[src/core/dpc_pkg.sv]
// Shared constants for the display performance counter.
`default_nettype none
package dpc_pkg;
  localparam logic [19:0] ADDR_SRC_CFG   = 20'h73000;
  localparam logic [19:0] ADDR_STATUS    = 20'h73004;
  localparam logic [31:0] SRC_CFG_RESET  = 32'h00000000;
  localparam int          CFG_EN_BIT     = 31;
  localparam int          CFG_IRQ_BIT    = 30;
  localparam int          CFG_FRAME_BIT  = 29;
  localparam int          CFG_MIN_BIT    = 28;
  localparam int          CFG_SRC_HI     = 27;
  localparam int          CFG_SRC_LO     = 23;
  localparam logic [31:0] CFG_WRITE_MASK = 32'hFF80FFFF;
  localparam int          ST_OVF_BIT     = 31;
  localparam int          ST_FRAME_BIT   = 30;
  localparam int          ST_MIN_BIT     = 29;
  localparam int          ST_SRC_LO      = 24;
  localparam int          CNT_W          = 16;
  localparam int          SRC_W          = 5;
  localparam int          NUM_SRC        = 32;
  localparam logic [4:0]  SRC_OVL_REG    = 5'h00;
  localparam logic [4:0]  SRC_DDB_FIFO   = 5'h03;
endpackage
`default_nettype wire

[src/core/dpc_sync.sv]
// Three-stage input synchroniser with second/third stage agreement.
`default_nettype none
module dpc_sync #(
  parameter int W = 1
) (
  input  wire logic         i_clk,
  input  wire logic         i_rst_b,
  input  wire logic         i_ce,
  input  wire logic [W-1:0] i_async,
  output logic      [W-1:0] o_sync
);
  logic [W-1:0] s1_r;
  logic [W-1:0] s2_r;
  logic [W-1:0] s3_r;
  logic [W-1:0] out_r;
  logic [W-1:0] out_nxt;

  // Output follows only bits where the second and third stages agree.
  always_comb begin
    out_nxt = (s2_r & s3_r) | (out_r & (s2_r ^ s3_r));
  end

  // Register chain; first stage feeds only the second.
  always_ff @(posedge i_clk or negedge i_rst_b) begin
    if (!i_rst_b) begin
      s1_r  <= '0;
      s2_r  <= '0;
      s3_r  <= '0;
      out_r <= '0;
    end else if (i_ce) begin
      s1_r  <= i_async;
      s2_r  <= s1_r;
      s3_r  <= s2_r;
      out_r <= out_nxt;
    end
  end

  assign o_sync = out_r;
endmodule
`default_nettype wire

[src/core/dpc_top.sv]
// Display performance counter with source config and status registers.
//
// Behaviour
// - Counter runs only while config bit 31 is set; idle otherwise.
// - Config bit 30 enables the threshold match interrupt.
// - Bit 29 set clears per frame and sums; clear keeps the max or min over events.
// - New event value compared to stored; bit 28 picks max or min.
// - Bits 27:23 select the monitored source; code 0 is overlay register latency.
// - Counter changing to equal threshold bits 15:0 with interrupt enable raises interrupt.
// - Display buffer FIFO source uses threshold as level; never interrupts.
// - Status bit 31 flags 16-bit overflow; zero while count valid.
// - Status shows reset mode bit 30, max/min bit 29, source 28:24.
// - Status bits 15:0 return the current counter value.
// - Reserved bits are written as zero by software and read as zero.
// - Read-only status ignores writes and reflects hardware state only.
`default_nettype none
module dpc_top #(
  parameter int CNT_W = dpc_pkg::CNT_W,
  parameter int NSRC  = dpc_pkg::NUM_SRC
) (
  input  wire logic              i_clk,
  input  wire logic              i_rst_b,
  input  wire logic              i_ce,
  input  wire logic [19:0]       i_addr,
  input  wire logic              i_wr,
  input  wire logic              i_rd,
  input  wire logic [31:0]       i_wdata,
  output logic      [31:0]       o_rdata,
  input  wire logic [NSRC-1:0]   i_evt_valid,
  input  wire logic [NSRC*CNT_W-1:0] i_evt_value,
  input  wire logic              i_frame_start,
  output logic                   o_irq,
  output logic      [CNT_W-1:0]  o_fifo_level
);

  ////////////////////////////////////////////////////////////////////////////
  // Frame marker crosses from the display timing pins.
  logic frame_s;
  logic frame_d_r;
  logic frame_d_nxt;
  logic frame_pulse;

  dpc_sync #(.W(1)) u_frame_sync (
    .i_clk   (i_clk),
    .i_rst_b (i_rst_b),
    .i_ce    (i_ce),
    .i_async (i_frame_start),
    .o_sync  (frame_s)
  );

  // The frame pin idles low and the delayed copy resets low, so reset leaves no false edge.
  assign frame_pulse = frame_s & ~frame_d_r;

  ////////////////////////////////////////////////////////////////////////////
  // Configuration register state.
  logic [31:0] cfg_r;
  logic [31:0] cfg_nxt;
  logic [31:0] rdata_r;
  logic [31:0] rdata_nxt;

  // True when a strobe is up and the address names the given register.
  function automatic logic reg_hit(input logic        strobe,
                                   input logic [19:0] addr,
                                   input logic [19:0] base);
    reg_hit = strobe && (addr == base);
  endfunction

  // Writes land only on the config register; reserved bits are dropped.
  // A write to the status address matches nothing here, so it is lost.
  always_comb begin
    cfg_nxt = cfg_r;
    if (reg_hit(i_wr, i_addr, dpc_pkg::ADDR_SRC_CFG)) begin
      cfg_nxt = i_wdata & dpc_pkg::CFG_WRITE_MASK;
    end
  end

  logic             en;
  logic             irq_en;
  logic             frame_mode;
  logic             min_mode;
  logic [4:0]       src_sel;
  logic [CNT_W-1:0] thresh;
  logic             is_ddb;

  assign en         = cfg_r[dpc_pkg::CFG_EN_BIT];
  assign irq_en     = cfg_r[dpc_pkg::CFG_IRQ_BIT];
  assign frame_mode = cfg_r[dpc_pkg::CFG_FRAME_BIT];
  assign min_mode   = cfg_r[dpc_pkg::CFG_MIN_BIT];
  assign src_sel    = cfg_r[dpc_pkg::CFG_SRC_HI:dpc_pkg::CFG_SRC_LO];
  assign thresh     = cfg_r[CNT_W-1:0];
  assign is_ddb     = (src_sel == dpc_pkg::SRC_DDB_FIFO);

  ////////////////////////////////////////////////////////////////////////////
  // Selected event source.
  logic             evt;
  logic [CNT_W-1:0] evt_val;

  // Mux the event strobe and value of the chosen source.
  always_comb begin
    evt     = i_evt_valid[src_sel];
    evt_val = i_evt_value[src_sel*CNT_W +: CNT_W];
  end

  ////////////////////////////////////////////////////////////////////////////
  // Counter, overflow and match state.
  logic [CNT_W-1:0] cnt_r;
  logic [CNT_W-1:0] cnt_nxt;
  logic             ovf_r;
  logic             ovf_nxt;
  logic             have_r;
  logic             have_nxt;
  logic             irq_r;
  logic             irq_nxt;

  // Returns the value to keep, by max or min selection.
  function automatic logic [CNT_W-1:0] pick(input logic [CNT_W-1:0] a,
                                            input logic [CNT_W-1:0] b,
                                            input logic             want_min);
    if (want_min) begin
      pick = (a < b) ? a : b;
    end else begin
      pick = (a > b) ? a : b;
    end
  endfunction

  // Counter update: per-frame sum or per-event max/min with overflow hold.
  always_comb begin
    logic [CNT_W:0] sum;
    sum      = {1'b0, cnt_r} + {1'b0, evt_val};
    cnt_nxt  = cnt_r;
    ovf_nxt  = ovf_r;
    have_nxt = have_r;
    irq_nxt  = 1'b0;
    frame_d_nxt = frame_s; // Delayed copy for the frame edge detector.
    if (!en) begin
      cnt_nxt  = '0;
      ovf_nxt  = 1'b0;
      have_nxt = 1'b0;
    end else if (frame_mode) begin
      if (frame_pulse) begin
        // An event in the frame-start cycle opens the new frame's sum, so it is not lost.
        cnt_nxt = evt ? evt_val : '0;
        ovf_nxt = 1'b0;
      end else if (evt && !ovf_r) begin
        if (sum[CNT_W]) begin
          ovf_nxt = 1'b1;
        end else begin
          cnt_nxt = sum[CNT_W-1:0];
        end
      end
    end else if (evt) begin
      // Per-event: first event loads the counter, later ones kept by compare.
      if (!have_r) begin
        cnt_nxt = evt_val;
      end else begin
        cnt_nxt = pick(cnt_r, evt_val, min_mode);
      end
      have_nxt = 1'b1;
      ovf_nxt  = 1'b0;
    end
    // Matching only on a change keeps the interrupt a single pulse while the count rests.
    if (en && irq_en && !is_ddb && cnt_nxt == thresh && cnt_nxt != cnt_r) begin
      irq_nxt = 1'b1;
    end
  end

  ////////////////////////////////////////////////////////////////////////////
  // Register read data; status built from hardware state only.
  always_comb begin
    rdata_nxt = 32'h00000000;
    if (reg_hit(i_rd, i_addr, dpc_pkg::ADDR_SRC_CFG)) begin
      rdata_nxt = cfg_r;
    end else if (reg_hit(i_rd, i_addr, dpc_pkg::ADDR_STATUS)) begin
      rdata_nxt[dpc_pkg::ST_OVF_BIT]   = ovf_r;
      rdata_nxt[dpc_pkg::ST_FRAME_BIT] = frame_mode;
      rdata_nxt[dpc_pkg::ST_MIN_BIT]   = min_mode;
      rdata_nxt[dpc_pkg::ST_SRC_LO +: dpc_pkg::SRC_W] = src_sel;
      rdata_nxt[CNT_W-1:0]             = cnt_r;
    end
  end

  // Configuration register; clock enable freezes it.
  always_ff @(posedge i_clk or negedge i_rst_b) begin
    if (!i_rst_b) begin
      cfg_r <= dpc_pkg::SRC_CFG_RESET;
    end else if (i_ce) begin
      cfg_r <= cfg_nxt;
    end
  end

  // Counter group registers; clock enable freezes them.
  always_ff @(posedge i_clk or negedge i_rst_b) begin
    if (!i_rst_b) begin
      cnt_r     <= '0;
      ovf_r     <= 1'b0;
      have_r    <= 1'b0;
      irq_r     <= 1'b0;
      frame_d_r <= 1'b0;
    end else if (i_ce) begin
      cnt_r     <= cnt_nxt;
      ovf_r     <= ovf_nxt;
      have_r    <= have_nxt;
      irq_r     <= irq_nxt;
      frame_d_r <= frame_d_nxt;
    end
  end

  // Read data register; it loads zero in every enabled cycle without a read.
  always_ff @(posedge i_clk or negedge i_rst_b) begin
    if (!i_rst_b) begin
      rdata_r <= 32'h00000000;
    end else if (i_ce) begin
      rdata_r <= rdata_nxt;
    end
  end

  // Read data and interrupt come from flip-flops; the level echo follows the config.
  // Users must note the level output reads zero unless the buffer FIFO source is chosen.
  assign o_rdata      = rdata_r;
  assign o_irq        = irq_r;
  assign o_fifo_level = is_ddb ? thresh : '0;

endmodule
`default_nettype wire

[config.mk]
export PLATFORM = sky130hd
export DESIGN_NAME = dpc_top
export DESIGN_NICKNAME = d
export VERILOG_FILES = /design/src/core/dpc_pkg.sv /design/src/core/dpc_sync.sv /design/src/core/dpc_top.sv
export SDC_FILE = /design/constraint.sdc
export NUM_CORES = 1
export LEC_CHECK = 0
export ABC_AREA = 1
export ABC_CLOCK_PERIOD_IN_PS = 3950
export BUFFER_PORTS_ARGS = -buffer_cell sky130_fd_sc_hd__buf_4
export CAP_MARGIN = 40
export CORE_AREA = 4 4 252 254
export DETAILED_ROUTE_END_ITERATION = 12
export DIE_AREA = 0 0 256 258
export PLACE_DENSITY = 0.52
export SLEW_MARGIN = 20
export SYNTH_ARGS = -nofsm -noshare
export SYNTH_HDL_FRONTEND = slang
export SYNTH_HIERARCHICAL = 1
export SYNTH_SLANG_ARGS = --single-unit
[constraint.sdc]
create_clock -name i_clk -period 3.95 [get_ports i_clk]
set_input_delay 0.5925 -clock i_clk [delete_from_list [all_inputs] [get_ports i_clk]]
set_output_delay 0.5925 -clock i_clk [all_outputs]
set_load 0.01 [all_outputs]
==> metrics.txt, run 1 <==
# TYPE chip_impl_metric gauge
chip_impl_metric{name="cts.hold.buffers_added",unit=""} 0
chip_impl_metric{name="routabilityCongestion",unit=""} 0.9138
chip_impl_metric{name="pwr-share-clk",unit=""} 0.326
chip_impl_metric{name="leakagePower",unit="nW"} 10.95
chip_impl_metric{name="critPathBufInv",unit=""} 7
chip_impl_info{name="start_kind",value="flop"} 1
chip_impl_metric{name="grt_remaining_overflow",unit=""} 0
chip_impl_metric{name="crit_path_max_incr_delay",unit="ns"} 0.57
chip_impl_metric{name="start_util",unit=""} 0.1939
chip_impl_metric{name="finalWorstPathRequiredPeriod",unit="ns"} 4.318
chip_impl_info{name="cp-end-kind",value="flop"} 1
chip_impl_metric{name="yosys_warnings",unit=""} 6
chip_impl_metric{name="routed_wirelength",unit="um"} 74290
chip_impl_metric{name="final.period_utilization",unit=""} 1.093
chip_impl_info{name="critical_path.slowest_cell",value="sky130_fd_sc_hd__dfrtp_4"} 1
chip_impl_metric{name="report.power.total",unit="mW"} 2.613
chip_impl_metric{name="timing.final.max_slew_violations",unit=""} 0
chip_impl_metric{name="postSynth.asyncResetShare",unit=""} 1.000
chip_impl_metric{name="worst_pin_slew",unit="ns"} 0.7962
chip_impl_metric{name="first_pass_iters",unit=""} 5
chip_impl_metric{name="core",unit="um^2"} 61260
chip_impl_metric{name="ir_worst_vdd",unit="uV"} 174.6
chip_impl_info{name="ys_dominant_reg_cell",value="sky130_fd_sc_hd__dfrtp_1"} 1
chip_impl_metric{name="area_growth",unit="%"} 77.44
chip_impl_metric{name="detailedPlacementHpwl",unit="um"} 60020
chip_impl_metric{name="die_h",unit="um"} 258
chip_impl_metric{name="critical_path.max_fanout",unit=""} 6
chip_impl_metric{name="final.setup.tns",unit="ns"} -0.3688
chip_impl_info{name="rsz0062_at_grt",value="true"} 1
chip_impl_metric{name="fin_worst_hold_slack",unit="ns"} 0.05894
chip_impl_metric{name="numnets_final",unit=""} 3610
chip_impl_metric{name="critPathArrivalTime",unit="ns"} 4.61
chip_impl_metric{name="antenna_found_initial",unit=""} 3
chip_impl_metric{name="total_switching_power",unit="mW"} 0.7882
chip_impl_metric{name="number_of_cells_produced_by_synthesis",unit=""} 2182
chip_impl_metric{name="power_per_cell_area",unit="nW/um^2"} 124.0
chip_impl_metric{name="max_slew_margin",unit=""} 0.4679
chip_impl_metric{name="setup_viol_count_final",unit=""} 2
chip_impl_metric{name="grt_first_pass_wirelength",unit="um"} 107500
chip_impl_metric{name="vias",unit=""} 17750
chip_impl_metric{name="die_width",unit="um"} 256
chip_impl_metric{name="synth_area",unit="um^2"} 11880
chip_impl_metric{name="timing.fmax",unit="MHz"} 231.6
chip_impl_metric{name="worst_reg_to_reg_setup_slack",unit="ns"} -0.37
chip_impl_metric{name="timing_hold_violations_final",unit=""} 0
chip_impl_metric{name="postLayoutCellArea",unit="um^2"} 21070
chip_impl_metric{name="detail_route.iter0.violations",unit=""} 1418
chip_impl_info{name="path_delay_family",value="simple AND/OR/NAND/NOR gates"} 1
chip_impl_metric{name="place_area",unit="um^2"} 18800
chip_impl_info{name="worstSetupPathType",value="flop to flop"} 1
chip_impl_metric{name="max-cap-violations",unit=""} 0
chip_impl_metric{name="finalWorstSetupSlack",unit="ns"} -0.3680
chip_impl_info{name="critical-path-top-cell-by-count",value="sky130_fd_sc_hd__nand2_1"} 1
chip_impl_metric{name="power.share.switching",unit=""} 0.3016
chip_impl_info{name="outcome",value="finished with violations"} 1
chip_impl_metric{name="first_global_vias",unit=""} 17290
chip_impl_metric{name="fp.dieArea",unit="um^2"} 66050
chip_impl_metric{name="maximum_number_of_pins_on_one_net_before_global_route_repair",unit=""} 68
chip_impl_metric{name="p_seq_frac",unit=""} 0.296
chip_impl_metric{name="finalNonFillerCells",unit=""} 3772
chip_impl_metric{name="synth.distinct_cells",unit=""} 45
chip_impl_metric{name="drt-wirelength-per-cell",unit="um"} 19.69
chip_impl_metric{name="total_internal_power",unit="mW"} 1.825
chip_impl_metric{name="core.rowCount",unit=""} 91
chip_impl_metric{name="dpl.cell_count",unit=""} 3692
chip_impl_metric{name="grtUsageTotal",unit=""} 0.2089
chip_impl_info{name="violations",value="setup timing"} 1
chip_impl_metric{name="total_drc_errors_in_the_routed_layout",unit=""} 0
chip_impl_info{name="cts_tree",value="yes"} 1
chip_impl_metric{name="synthesized_area_per_cell",unit="um^2"} 5.442
chip_impl_metric{name="ys_seq_area_frac",unit=""} 0.1559
chip_impl_metric{name="detailedPlace.worstSlack",unit="ns"} -0.5292
chip_impl_metric{name="htreeDepth",unit=""} 3
chip_impl_metric{name="clock_tree.buffer_depth",unit=""} 2
chip_impl_metric{name="cts_inserted_buffers",unit=""} 9
chip_impl_metric{name="drt.antenna.violating_nets",unit=""} 0
chip_impl_info{name="clk_root_buffer_cell",value="sky130_fd_sc_hd__clkbuf_16"} 1
chip_impl_metric{name="ioPinCount",unit=""} 651
chip_impl_metric{name="clk-insertion-delay-late",unit="ns"} 0.35
chip_impl_metric{name="finalCoreUtilization",unit=""} 0.3440
chip_impl_metric{name="cp.required",unit="ns"} 4.24
chip_impl_metric{name="clock_sinks",unit=""} 74
chip_impl_metric{name="layout-drive-gt1-share",unit=""} 0.4092
chip_impl_metric{name="power.share.combinational",unit=""} 0.378
chip_impl_metric{name="yosys_register_bits",unit=""} 74
chip_impl_metric{name="clkTransAtPathRegs",unit="ns"} 0.06
chip_impl_metric{name="port_buffers",unit=""} 636
chip_impl_metric{name="synth-edff-count",unit=""} 0
chip_impl_info{name="hold_path.class",value="input port to async pin"} 1
chip_impl_metric{name="avgViaCountPerCell",unit=""} 4.705
chip_impl_metric{name="timing.clock.skew",unit="ns"} 0.004607
sequential cells by signal (all words and copies together), names as in the netlist:
register,cells
cfg_r,25
o_rdata,25
cnt_r,16
frame_d_r,1
have_r,1
o_irq,1
ovf_r,1
u_frame_sync/o_sync,1
u_frame_sync/s1_r,1
u_frame_sync/s2_r,1
u_frame_sync/s3_r,1
layer usage:
layer | GRT usage | vias to the layer above | wire length (um)
li1 | - | 8699 | -
met1 | 0.2761 | 8272 | 32220
met2 | 0.3619 | 702 | 35530
met3 | 0.03295 | 73 | 4973
met4 | 0.04160 | 2 | 1562
met5 | 0 | - | 7
Yosys cell counts, types with 2 or more instances:
master | number | area share
sky130_fd_sc_hd__nand2_1 | 899 | 0.28
sky130_fd_sc_hd__nand3_1 | 393 | 0.17
sky130_fd_sc_hd__nor2_1 | 174 | 0.055
sky130_fd_sc_hd__inv_1 | 110 | 0.035
sky130_fd_sc_hd__o21ai_0 | 106 | 0.045
sky130_fd_sc_hd__dfrtp_1 | 74 | 0.16
sky130_fd_sc_hd__buf_2 | 64 | 0.027
sky130_fd_sc_hd__o211ai_1 | 60 | 0.038
sky130_fd_sc_hd__o21ai_1 | 46 | 0.019
sky130_fd_sc_hd__clkbuf_1 | 35 | 0.011
sky130_fd_sc_hd__ha_1 | 33 | 0.035
sky130_fd_sc_hd__buf_4 | 25 | 0.016
sky130_fd_sc_hd__mux2_2 | 25 | 0.024
sky130_fd_sc_hd__a21oi_1 | 23 | 0.0097
sky130_fd_sc_hd__buf_6 | 22 | 0.021
sky130_fd_sc_hd__nand2_2 | 10 | 0.0053
sky130_fd_sc_hd__xor2_1 | 10 | 0.0074
sky130_fd_sc_hd__nand4_1 | 9 | 0.0047
sky130_fd_sc_hd__and2_1 | 8 | 0.0042
sky130_fd_sc_hd__buf_1 | 7 | 0.0022
sky130_fd_sc_hd__nand3_2 | 7 | 0.0059
sky130_fd_sc_hd__nor3_1 | 7 | 0.0029
sky130_fd_sc_hd__a21oi_4 | 5 | 0.0068
sky130_fd_sc_hd__o21bai_1 | 4 | 0.0025
sky130_fd_sc_hd__o21ai_2 | 3 | 0.0022
sky130_fd_sc_hd__and2_4 | 2 | 0.0015
sky130_fd_sc_hd__inv_2 | 2 | 0.00063
sky130_fd_sc_hd__nand3b_1 | 2 | 0.0013
power by group through the flow:
| stage | logic (mW) | registers, mW | clock network, mW |
|---|---|---|---|
| after global routing | 1.08 | 0.773 | 0.900 |
| final | 0.989 | 0.772 | 0.852 |
| after floorplan | 0.288 | 0.785 | 0 |
| after global placement | 0.915 | 0.786 | 0 |
| after CTS | 0.950 | 0.772 | 0.866 |
| after detailed placement | 0.919 | 0.787 | 0 |
final timing paths:
check	start	end	depth (start not counted)
min reg2reg	o_rdata[1]	o_rdata[1]	2
min	i_rst_b	cnt_r[11]	1
max in group asynchronous	i_rst_b	cfg_r[23]	2
max	cfg_r[23]	o_irq	34
max reg2reg	cfg_r[23]	o_irq	34
min in group i_clk	i_frame_start	u_frame_sync/s1_r	3
cells in the final DEF, fill, tap and decap left out, types with 10 or more instances in the layout:
cell                        netlist  final
sky130_fd_sc_hd__a21oi_1         23     16
sky130_fd_sc_hd__buf_12           0     30
sky130_fd_sc_hd__buf_4           25    846
sky130_fd_sc_hd__buf_6           22     34
sky130_fd_sc_hd__clkbuf_16        0     17
sky130_fd_sc_hd__dfrtp_1         74     69
sky130_fd_sc_hd__ha_4             0     18
sky130_fd_sc_hd__inv_1          110     98
sky130_fd_sc_hd__inv_2            2     10
sky130_fd_sc_hd__mux2_2          25     25
sky130_fd_sc_hd__nand2_1        899    823
sky130_fd_sc_hd__nand2_2         10     80
sky130_fd_sc_hd__nand3_1        393    354
sky130_fd_sc_hd__nand3_2          7     44
sky130_fd_sc_hd__nor2_1         174    149
sky130_fd_sc_hd__nor2_2           0     16
sky130_fd_sc_hd__nor2_4           1     10
sky130_fd_sc_hd__o211ai_1        60     60
sky130_fd_sc_hd__o21ai_0        106     80
sky130_fd_sc_hd__o21ai_1         46     62
sky130_fd_sc_hd__o21ai_2          3     10
repair_timing:
item,CTS,global route
resized for setup,120,227
gates cloned,5,8
buffers inserted,30,26
pin swaps,45,125
setup endpoints to repair,17,18
logic make-up after synthesis:
group           count (synthesis)  synth area share
compound gates                251            0.1260
xor+xnor                       10          0.007375
fa+ha+maj                      34           0.03646
buf+inv                       268            0.1139
flops                          74            0.1559
mux                            25           0.02371
other cells                     1         0.0003158
simple gates                 1519            0.5363
area by class of cell:
cell class,instances,area (um^2)
antenna,3,7.507
clock buffer,10,229.0
clock inverter,6,65.06
fill,6879,40180
inverter,113,446.7
multi-input combinational,1846,9664
sequential,74,1863
tap,790,988.4
timing repair buffer,930,7807
Note: power is estimated with default switching activity, not from simulation.
==> run 2: changes to the inputs <==
- CORE_AREA: 4 4 252 254 -> 10 10 244 246
- DIE_AREA: 0 0 256 258 -> 0 0 254 256
- PLACE_DENSITY: 0.52 -> 0.56
==> metrics.txt, run 2 (synthesis gave the netlist of run 1 again) <==
# TYPE chip_impl_metric gauge
chip_impl_info{name="outcome",value="finished with violations"} 1
chip_impl_info{name="violations",value="setup timing"} 1
chip_impl_metric{name="critPathArrivalTime",unit="ns"} 4.44
chip_impl_info{name="worstSetupPathType",value="flop to flop"} 1
chip_impl_metric{name="core",unit="um^2"} 54660
chip_impl_metric{name="fp.dieArea",unit="um^2"} 65020
chip_impl_metric{name="die_width",unit="um"} 254
chip_impl_metric{name="timing.fmax",unit="MHz"} 238.1
chip_impl_info{name="crit-reg2reg-launch",value="cfg_r[23]"} 1
chip_impl_metric{name="htreeDepth",unit=""} 3
chip_impl_info{name="critical-path-top-cell-by-count",value="sky130_fd_sc_hd__nand2_1"} 1
chip_impl_metric{name="grtUsageTotal",unit=""} 0.2202
chip_impl_metric{name="drt-wirelength-per-cell",unit="um"} 20.68
chip_impl_metric{name="port_buffers",unit=""} 636
chip_impl_info{name="start_kind",value="flop"} 1
chip_impl_metric{name="timing.clock.skew",unit="ns"} 0.01601
chip_impl_metric{name="finalWorstPathRequiredPeriod",unit="ns"} 4.199
chip_impl_metric{name="avgViaCountPerCell",unit=""} 4.771
chip_impl_metric{name="detail_route.iter0.violations",unit=""} 1280
chip_impl_metric{name="fillerInstances",unit=""} 6037
chip_impl_metric{name="cts_inserted_buffers",unit=""} 9
chip_impl_metric{name="power_per_cell_area",unit="nW/um^2"} 125.1
chip_impl_metric{name="power.share.switching",unit=""} 0.3066
chip_impl_metric{name="postLayoutCellArea",unit="um^2"} 21210
chip_impl_metric{name="place_area",unit="um^2"} 18890
chip_impl_metric{name="clkTransAtPathRegs",unit="ns"} 0.08
chip_impl_metric{name="max_slew_margin",unit=""} 0.4600
chip_impl_metric{name="routed_wirelength",unit="um"} 76910
chip_impl_metric{name="first_pass_iters",unit=""} 5
chip_impl_metric{name="critical_path.max_fanout",unit=""} 7
chip_impl_metric{name="numnets_final",unit=""} 3636
chip_impl_metric{name="maximum_number_of_pins_on_one_net_before_global_route_repair",unit=""} 54
chip_impl_info{name="cp-end-kind",value="flop"} 1
chip_impl_metric{name="worst_r2r_path_depth",unit=""} 34
chip_impl_metric{name="total_internal_power",unit="mW"} 1.840
chip_impl_metric{name="die_h",unit="um"} 256
chip_impl_metric{name="clock_sinks",unit=""} 74
chip_impl_metric{name="vias",unit=""} 17740
chip_impl_metric{name="p_seq_frac",unit=""} 0.291
chip_impl_info{name="crit_end",value="o_irq"} 1
chip_impl_info{name="clk_root_buffer_cell",value="sky130_fd_sc_hd__clkbuf_16"} 1
chip_impl_metric{name="detailedPlace.worstSlack",unit="ns"} -0.5761
chip_impl_info{name="hold_path.class",value="input port to async pin"} 1
chip_impl_info{name="final_cell_mix",value="sky130_fd_sc_hd__buf_4, sky130_fd_sc_hd__nand2_1, sky130_fd_sc_hd__nand3_1, sky130_fd_sc_hd__nor2_1, sky130_fd_sc_hd__nand2_2"} 1
chip_impl_metric{name="total_switching_power",unit="mW"} 0.8137
chip_impl_metric{name="timing_hold_violations_final",unit=""} 0
chip_impl_metric{name="clock_tree.buffer_depth",unit=""} 2
chip_impl_metric{name="setup_viol_count_final",unit=""} 2
chip_impl_metric{name="cp.required",unit="ns"} 4.20
chip_impl_metric{name="max-cap-violations",unit=""} 0
chip_impl_metric{name="power.share.combinational",unit=""} 0.378
chip_impl_metric{name="finalWorstSetupSlack",unit="ns"} -0.2492
chip_impl_metric{name="layout-drive-gt1-share",unit=""} 0.4223
chip_impl_metric{name="timing.final.max_slew_violations",unit=""} 0
chip_impl_info{name="crit_path_start",value="cfg_r[23]"} 1
chip_impl_info{name="crit-reg2reg-capture",value="o_irq"} 1
chip_impl_metric{name="grt_first_pass_wirelength",unit="um"} 109500
chip_impl_metric{name="worst_reg_to_reg_setup_slack",unit="ns"} -0.25
chip_impl_metric{name="core.rowCount",unit=""} 86
chip_impl_metric{name="pwr-share-clk",unit=""} 0.331
chip_impl_metric{name="total_drc_errors_in_the_routed_layout",unit=""} 0
chip_impl_info{name="cts_tree",value="yes"} 1
chip_impl_metric{name="grt_remaining_overflow",unit=""} 0
chip_impl_metric{name="detailedPlacementHpwl",unit="um"} 63220
chip_impl_metric{name="ir_worst_vdd",unit="uV"} 160.5
chip_impl_metric{name="crit_path_max_incr_delay",unit="ns"} 0.58
chip_impl_metric{name="first_global_vias",unit=""} 17400
chip_impl_metric{name="routabilityCongestion",unit=""} 0.9363
chip_impl_metric{name="final.period_utilization",unit=""} 1.063
chip_impl_metric{name="leakagePower",unit="nW"} 11.09
chip_impl_metric{name="area_growth",unit="%"} 78.58
chip_impl_metric{name="final.setup.tns",unit="ns"} -0.2887
chip_impl_metric{name="ioPinCount",unit=""} 651
chip_impl_metric{name="worst_pin_slew",unit="ns"} 0.8081
chip_impl_info{name="critical_path.slowest_cell",value="sky130_fd_sc_hd__dfrtp_4"} 1
chip_impl_info{name="rsz0062_at_grt",value="true"} 1
chip_impl_metric{name="start_util",unit=""} 0.2172
chip_impl_metric{name="antenna_found_initial",unit=""} 15
chip_impl_metric{name="drt.antenna.violating_nets",unit=""} 0
chip_impl_metric{name="clk-insertion-delay-late",unit="ns"} 0.36
chip_impl_info{name="commonest_non_fill_non_tap_cell_in_the_layout",value="sky130_fd_sc_hd__buf_4"} 1
-- run 2: cell types whose count changed in the layout (fill, tap and decap cells not counted), sizes merged --
cell,before,now
diode,3,10
buf,921,946
bufbuf,1,2
clkbuf,18,16
clkinvlp,2,4
-- run 2: critical path: cells and delay by family (launching register included) --
family                   cells  cell delay (ns)
AND/OR/NAND/NOR             25             2.17
buffers and inverters        8             1.07
flip-flops                   1             0.58
adder cells (fa/ha/maj)      1             0.23
-- run 2: repair_timing --
action | CTS | global route
cloned | 5 | 7
hold buffers | 0 | 0
setup endpoints to repair | 16 | 18
pin swaps | 23 | 122
resized for setup | 103 | 238
buffers inserted | 20 | 31
-- run 2: metrics by stage --
stage / util / std cells / power, mW / hold WS (ns)
after floorplan: - / 2188 / 1.074 / 0.2969
after global placement: 0.3450 / 3631 / 1.691 / 0.4673
after detailed placement: 0.3455 / 3632 / 1.702 / 0.4577
after CTS: 0.3650 / 3673 / 2.608 / 0.06883
after global routing: 0.3878 / 3715 / 2.785 / 0.07012
final: 0.3880 / 3719 / 2.654 / 0.06764
-- run 2: final cells by class --
type	instances	area [um^2]	share of cell area
diodes	10	25.02	0.001180
flip-flops and latches	74	1866	0.08797
well taps	704	880.8	0.04154
inverters	113	442.9	0.02089
multi-input cells	1846	9757	0.4601
repair buffers	955	7924	0.3737
clock buffers	9	225.2	0.01062
clock inverters	7	78.83	0.003717
repair inverters	1	7.507	0.0003540
-- run 2: layer usage --
metal,track usage,vias up,share of wire
met1,0.2690,8177,0.41
met5,0,-,0.00075
met4,0.06902,10,0.027
met3,0.07025,117,0.099
met2,0.3598,683,0.46
li1,-,8755,-
-- run 2: worst min path at each step --
stage | end | cells after the start
2_1_floorplan | cfg_r[0] | 0
3_3_place_gp | o_rdata[31] | 2
3_5_place_dp | o_rdata[10] | 1
4_1_cts | cfg_r[23] | 1
5_1_grt | o_rdata[10] | 1
6_report | cfg_r[23] | 1
-- run 2: power groups by stage --
stage               clock network (mW)  logic, mW  registers (mW)
floorplan                            0      0.288           0.785
global placement                     0      0.905           0.787
detailed placement                   0      0.915           0.787
CTS                              0.890      0.945           0.772
global route                     0.921       1.09           0.774
finish                           0.879       1.00           0.772
==> run 3: changes to the inputs <==
- CELL_PAD_IN_SITES_DETAIL_PLACEMENT: not set -> 1
- CELL_PAD_IN_SITES_GLOBAL_PLACEMENT: not set -> 2
- CORE_AREA: 10 10 244 246 -> not set
- CORE_MARGIN: not set -> 10
- CORE_UTILIZATION: not set -> 19
- DIE_AREA: 0 0 254 256 -> not set
- PLACE_DENSITY: 0.56 -> not set
- PLACE_DENSITY_LB_ADDON: not set -> 0.1
==> metrics.txt, run 3 (synthesis gave the netlist of run 1 again) <==
# TYPE chip_impl_metric gauge
chip_impl_info{name="outcome",value="finished with violations"} 1
chip_impl_info{name="violations",value="setup timing"} 1
chip_impl_metric{name="critPathArrivalTime",unit="ns"} 4.52
chip_impl_metric{name="clk-insertion-delay-late",unit="ns"} 0.35
chip_impl_metric{name="maximum_number_of_pins_on_one_net_before_global_route_repair",unit=""} 69
chip_impl_metric{name="drt.antenna.violating_nets",unit=""} 0
chip_impl_metric{name="grtUsageTotal",unit=""} 0.2385
chip_impl_metric{name="first_pass_iters",unit=""} 5
chip_impl_metric{name="numnets_final",unit=""} 3652
chip_impl_metric{name="drt-wirelength-per-cell",unit="um"} 23.92
chip_impl_metric{name="dpl.cell_count",unit=""} 3771
chip_impl_metric{name="start_util",unit=""} 0.1921
chip_impl_metric{name="report.power.total",unit="mW"} 2.591
chip_impl_metric{name="fp.dieArea",unit="um^2"} 72900
chip_impl_metric{name="routabilityCongestion",unit=""} 0.9038
chip_impl_info{name="crit-reg2reg-capture",value="o_irq"} 1
chip_impl_info{name="critical-path-top-cell-by-count",value="sky130_fd_sc_hd__nand2_2"} 1
chip_impl_metric{name="timing.clock.skew",unit="ns"} 0.01213
chip_impl_metric{name="crit_path_max_incr_delay",unit="ns"} 0.45
chip_impl_metric{name="cp.required",unit="ns"} 4.18
chip_impl_metric{name="timing_hold_violations_final",unit=""} 0
chip_impl_info{name="final_cell_mix",value="sky130_fd_sc_hd__buf_4, sky130_fd_sc_hd__nand2_1, sky130_fd_sc_hd__nand3_1, sky130_fd_sc_hd__nor2_1, sky130_fd_sc_hd__nand2_2"} 1
chip_impl_metric{name="timing.final.max_slew_violations",unit=""} 0
chip_impl_metric{name="ioPinCount",unit=""} 651
chip_impl_metric{name="grt_first_pass_wirelength",unit="um"} 132000
chip_impl_metric{name="htreeDepth",unit=""} 3
chip_impl_metric{name="final.period_utilization",unit=""} 1.085
chip_impl_metric{name="routed_wirelength",unit="um"} 93190
chip_impl_metric{name="power_per_cell_area",unit="nW/um^2"} 115.8
chip_impl_metric{name="worst_pin_slew",unit="ns"} 0.7822
chip_impl_metric{name="detailedPlacementHpwl",unit="um"} 75690
chip_impl_info{name="commonest_non_fill_non_tap_cell_in_the_layout",value="sky130_fd_sc_hd__buf_4"} 1
chip_impl_metric{name="clock_sinks",unit=""} 74
chip_impl_metric{name="clkTransAtPathRegs",unit="ns"} 0.07
chip_impl_metric{name="core",unit="um^2"} 61830
chip_impl_metric{name="total_drc_errors_in_the_routed_layout",unit=""} 0
chip_impl_metric{name="die_h",unit="um"} 270
chip_impl_metric{name="max-cap-violations",unit=""} 0
chip_impl_metric{name="fin_worst_hold_slack",unit="ns"} 0.2596
chip_impl_info{name="hold_path.class",value="input port to async pin"} 1
chip_impl_info{name="cts_tree",value="yes"} 1
chip_impl_metric{name="area_growth",unit="%"} 88.32
chip_impl_info{name="critical_path.slowest_cell",value="sky130_fd_sc_hd__dfrtp_4"} 1
chip_impl_info{name="start_kind",value="flop"} 1
chip_impl_metric{name="setup_viol_count_final",unit=""} 3
chip_impl_metric{name="die_width",unit="um"} 270
chip_impl_metric{name="leakagePower",unit="nW"} 11.38
chip_impl_metric{name="cts.hold.buffers_added",unit=""} 0
chip_impl_metric{name="finalNonFillerCells",unit=""} 3896
chip_impl_metric{name="postLayoutCellArea",unit="um^2"} 22360
chip_impl_metric{name="max_slew_margin",unit=""} 0.4785
chip_impl_metric{name="timing.fmax",unit="MHz"} 233.3
chip_impl_metric{name="finalWorstSetupSlack",unit="ns"} -0.3364
chip_impl_metric{name="core.rowCount",unit=""} 91
chip_impl_metric{name="cts_inserted_buffers",unit=""} 9
chip_impl_info{name="crit-reg2reg-launch",value="cfg_r[23]"} 1
chip_impl_metric{name="vias",unit=""} 18180
chip_impl_info{name="rsz0062_at_grt",value="true"} 1
chip_impl_info{name="clk_root_buffer_cell",value="sky130_fd_sc_hd__clkbuf_16"} 1
chip_impl_metric{name="finalWorstPathRequiredPeriod",unit="ns"} 4.286
chip_impl_metric{name="antenna_found_initial",unit=""} 40
chip_impl_metric{name="layout-drive-gt1-share",unit=""} 0.4618
chip_impl_metric{name="clock_tree.buffer_depth",unit=""} 2
chip_impl_metric{name="first_global_vias",unit=""} 19710
chip_impl_metric{name="worst_reg_to_reg_setup_slack",unit="ns"} -0.34
chip_impl_metric{name="worst_r2r_path_depth",unit=""} 34
chip_impl_metric{name="grt_remaining_overflow",unit=""} 0
chip_impl_metric{name="port_buffers",unit=""} 636
chip_impl_info{name="worstSetupPathType",value="flop to flop"} 1
chip_impl_metric{name="critical_path.max_fanout",unit=""} 7
chip_impl_metric{name="avgViaCountPerCell",unit=""} 4.667
chip_impl_metric{name="place_area",unit="um^2"} 19200
chip_impl_metric{name="ir_worst_vdd",unit="uV"} 179.2
chip_impl_info{name="cp-end-kind",value="flop"} 1
chip_impl_metric{name="detail_route.iter0.violations",unit=""} 816
run 3: worst max path at each step:
stage                         start  cells past startpoint    end
after floorplan           cfg_r[23]                     38  o_irq
after global placement    cfg_r[23]                     31  o_irq
after detailed placement  cfg_r[23]                     31  o_irq
after CTS                 cfg_r[23]                     34  o_irq
after global routing      cfg_r[23]                     36  o_irq
final                     cfg_r[23]                     34  o_irq
run 3: routing by layer:
metal / vias up / global-route usage / wire, um
met3: 81 / 0.06514 / 5614
met4: 12 / 0.07969 / 1913
met2: 426 / 0.4361 / 48970
met1: 8825 / 0.2606 / 36570
li1: 8838 / - / -
met5: - / 0.002695 / 117
run 3: final cells by class:
class / count / area, um^2
diodes: 38 / 95.09
clock buffers: 10 / 229.0
clock inverters: 6 / 42.54
fillers: 7858 / 39460
inverters: 113 / 466.7
multi-input cells: 1846 / 10210
flip-flops and latches: 74 / 1862
well taps: 837 / 1047
repair buffers: 970 / 8378
repair inverters: 2 / 27.53
run 3: stage by stage:
stage | util | setup slack, ns | setup TNS (ns)
floorplan | - | 0.1463 | 0
global placement | 0.3106 | -0.6931 | -2.722
detailed placement | 0.3106 | -0.7690 | -4.147
CTS | 0.3412 | -0.3340 | -0.3406
global route | 0.3615 | -0.5848 | -2.943
finish | 0.3617 | -0.3364 | -0.3822
run 3: timing repair:
| item | 4_1_cts | 5_1_grt |
|---|---|---|
| buffers inserted | 37 | 20 |
| pin swaps | 104 | 179 |
| resized for setup | 244 | 289 |
| gates cloned | 12 | 9 |
| setup endpoints to repair | 17 | 17 |
run 3: power by group:
part / internal (mW) / leakage (nW) / switching (mW) / total [mW]
Clock: 0.428 / 0.129 / 0.364 / 0.791
Sequential: 0.767 / 1.02 / 0.00516 / 0.772
Combinational: 0.580 / 10.2 / 0.447 / 1.03
Total: 1.77 / 11.4 / 0.816 / 2.59
run 3: critical path: cells and delay by family (launching register included):
family | cells | cell delay [ns]
compound gates | 5 | 0.90
fa+ha+maj | 1 | 0.16
buf+inv | 9 | 1.08
flops | 1 | 0.45
simple gates | 19 | 1.55
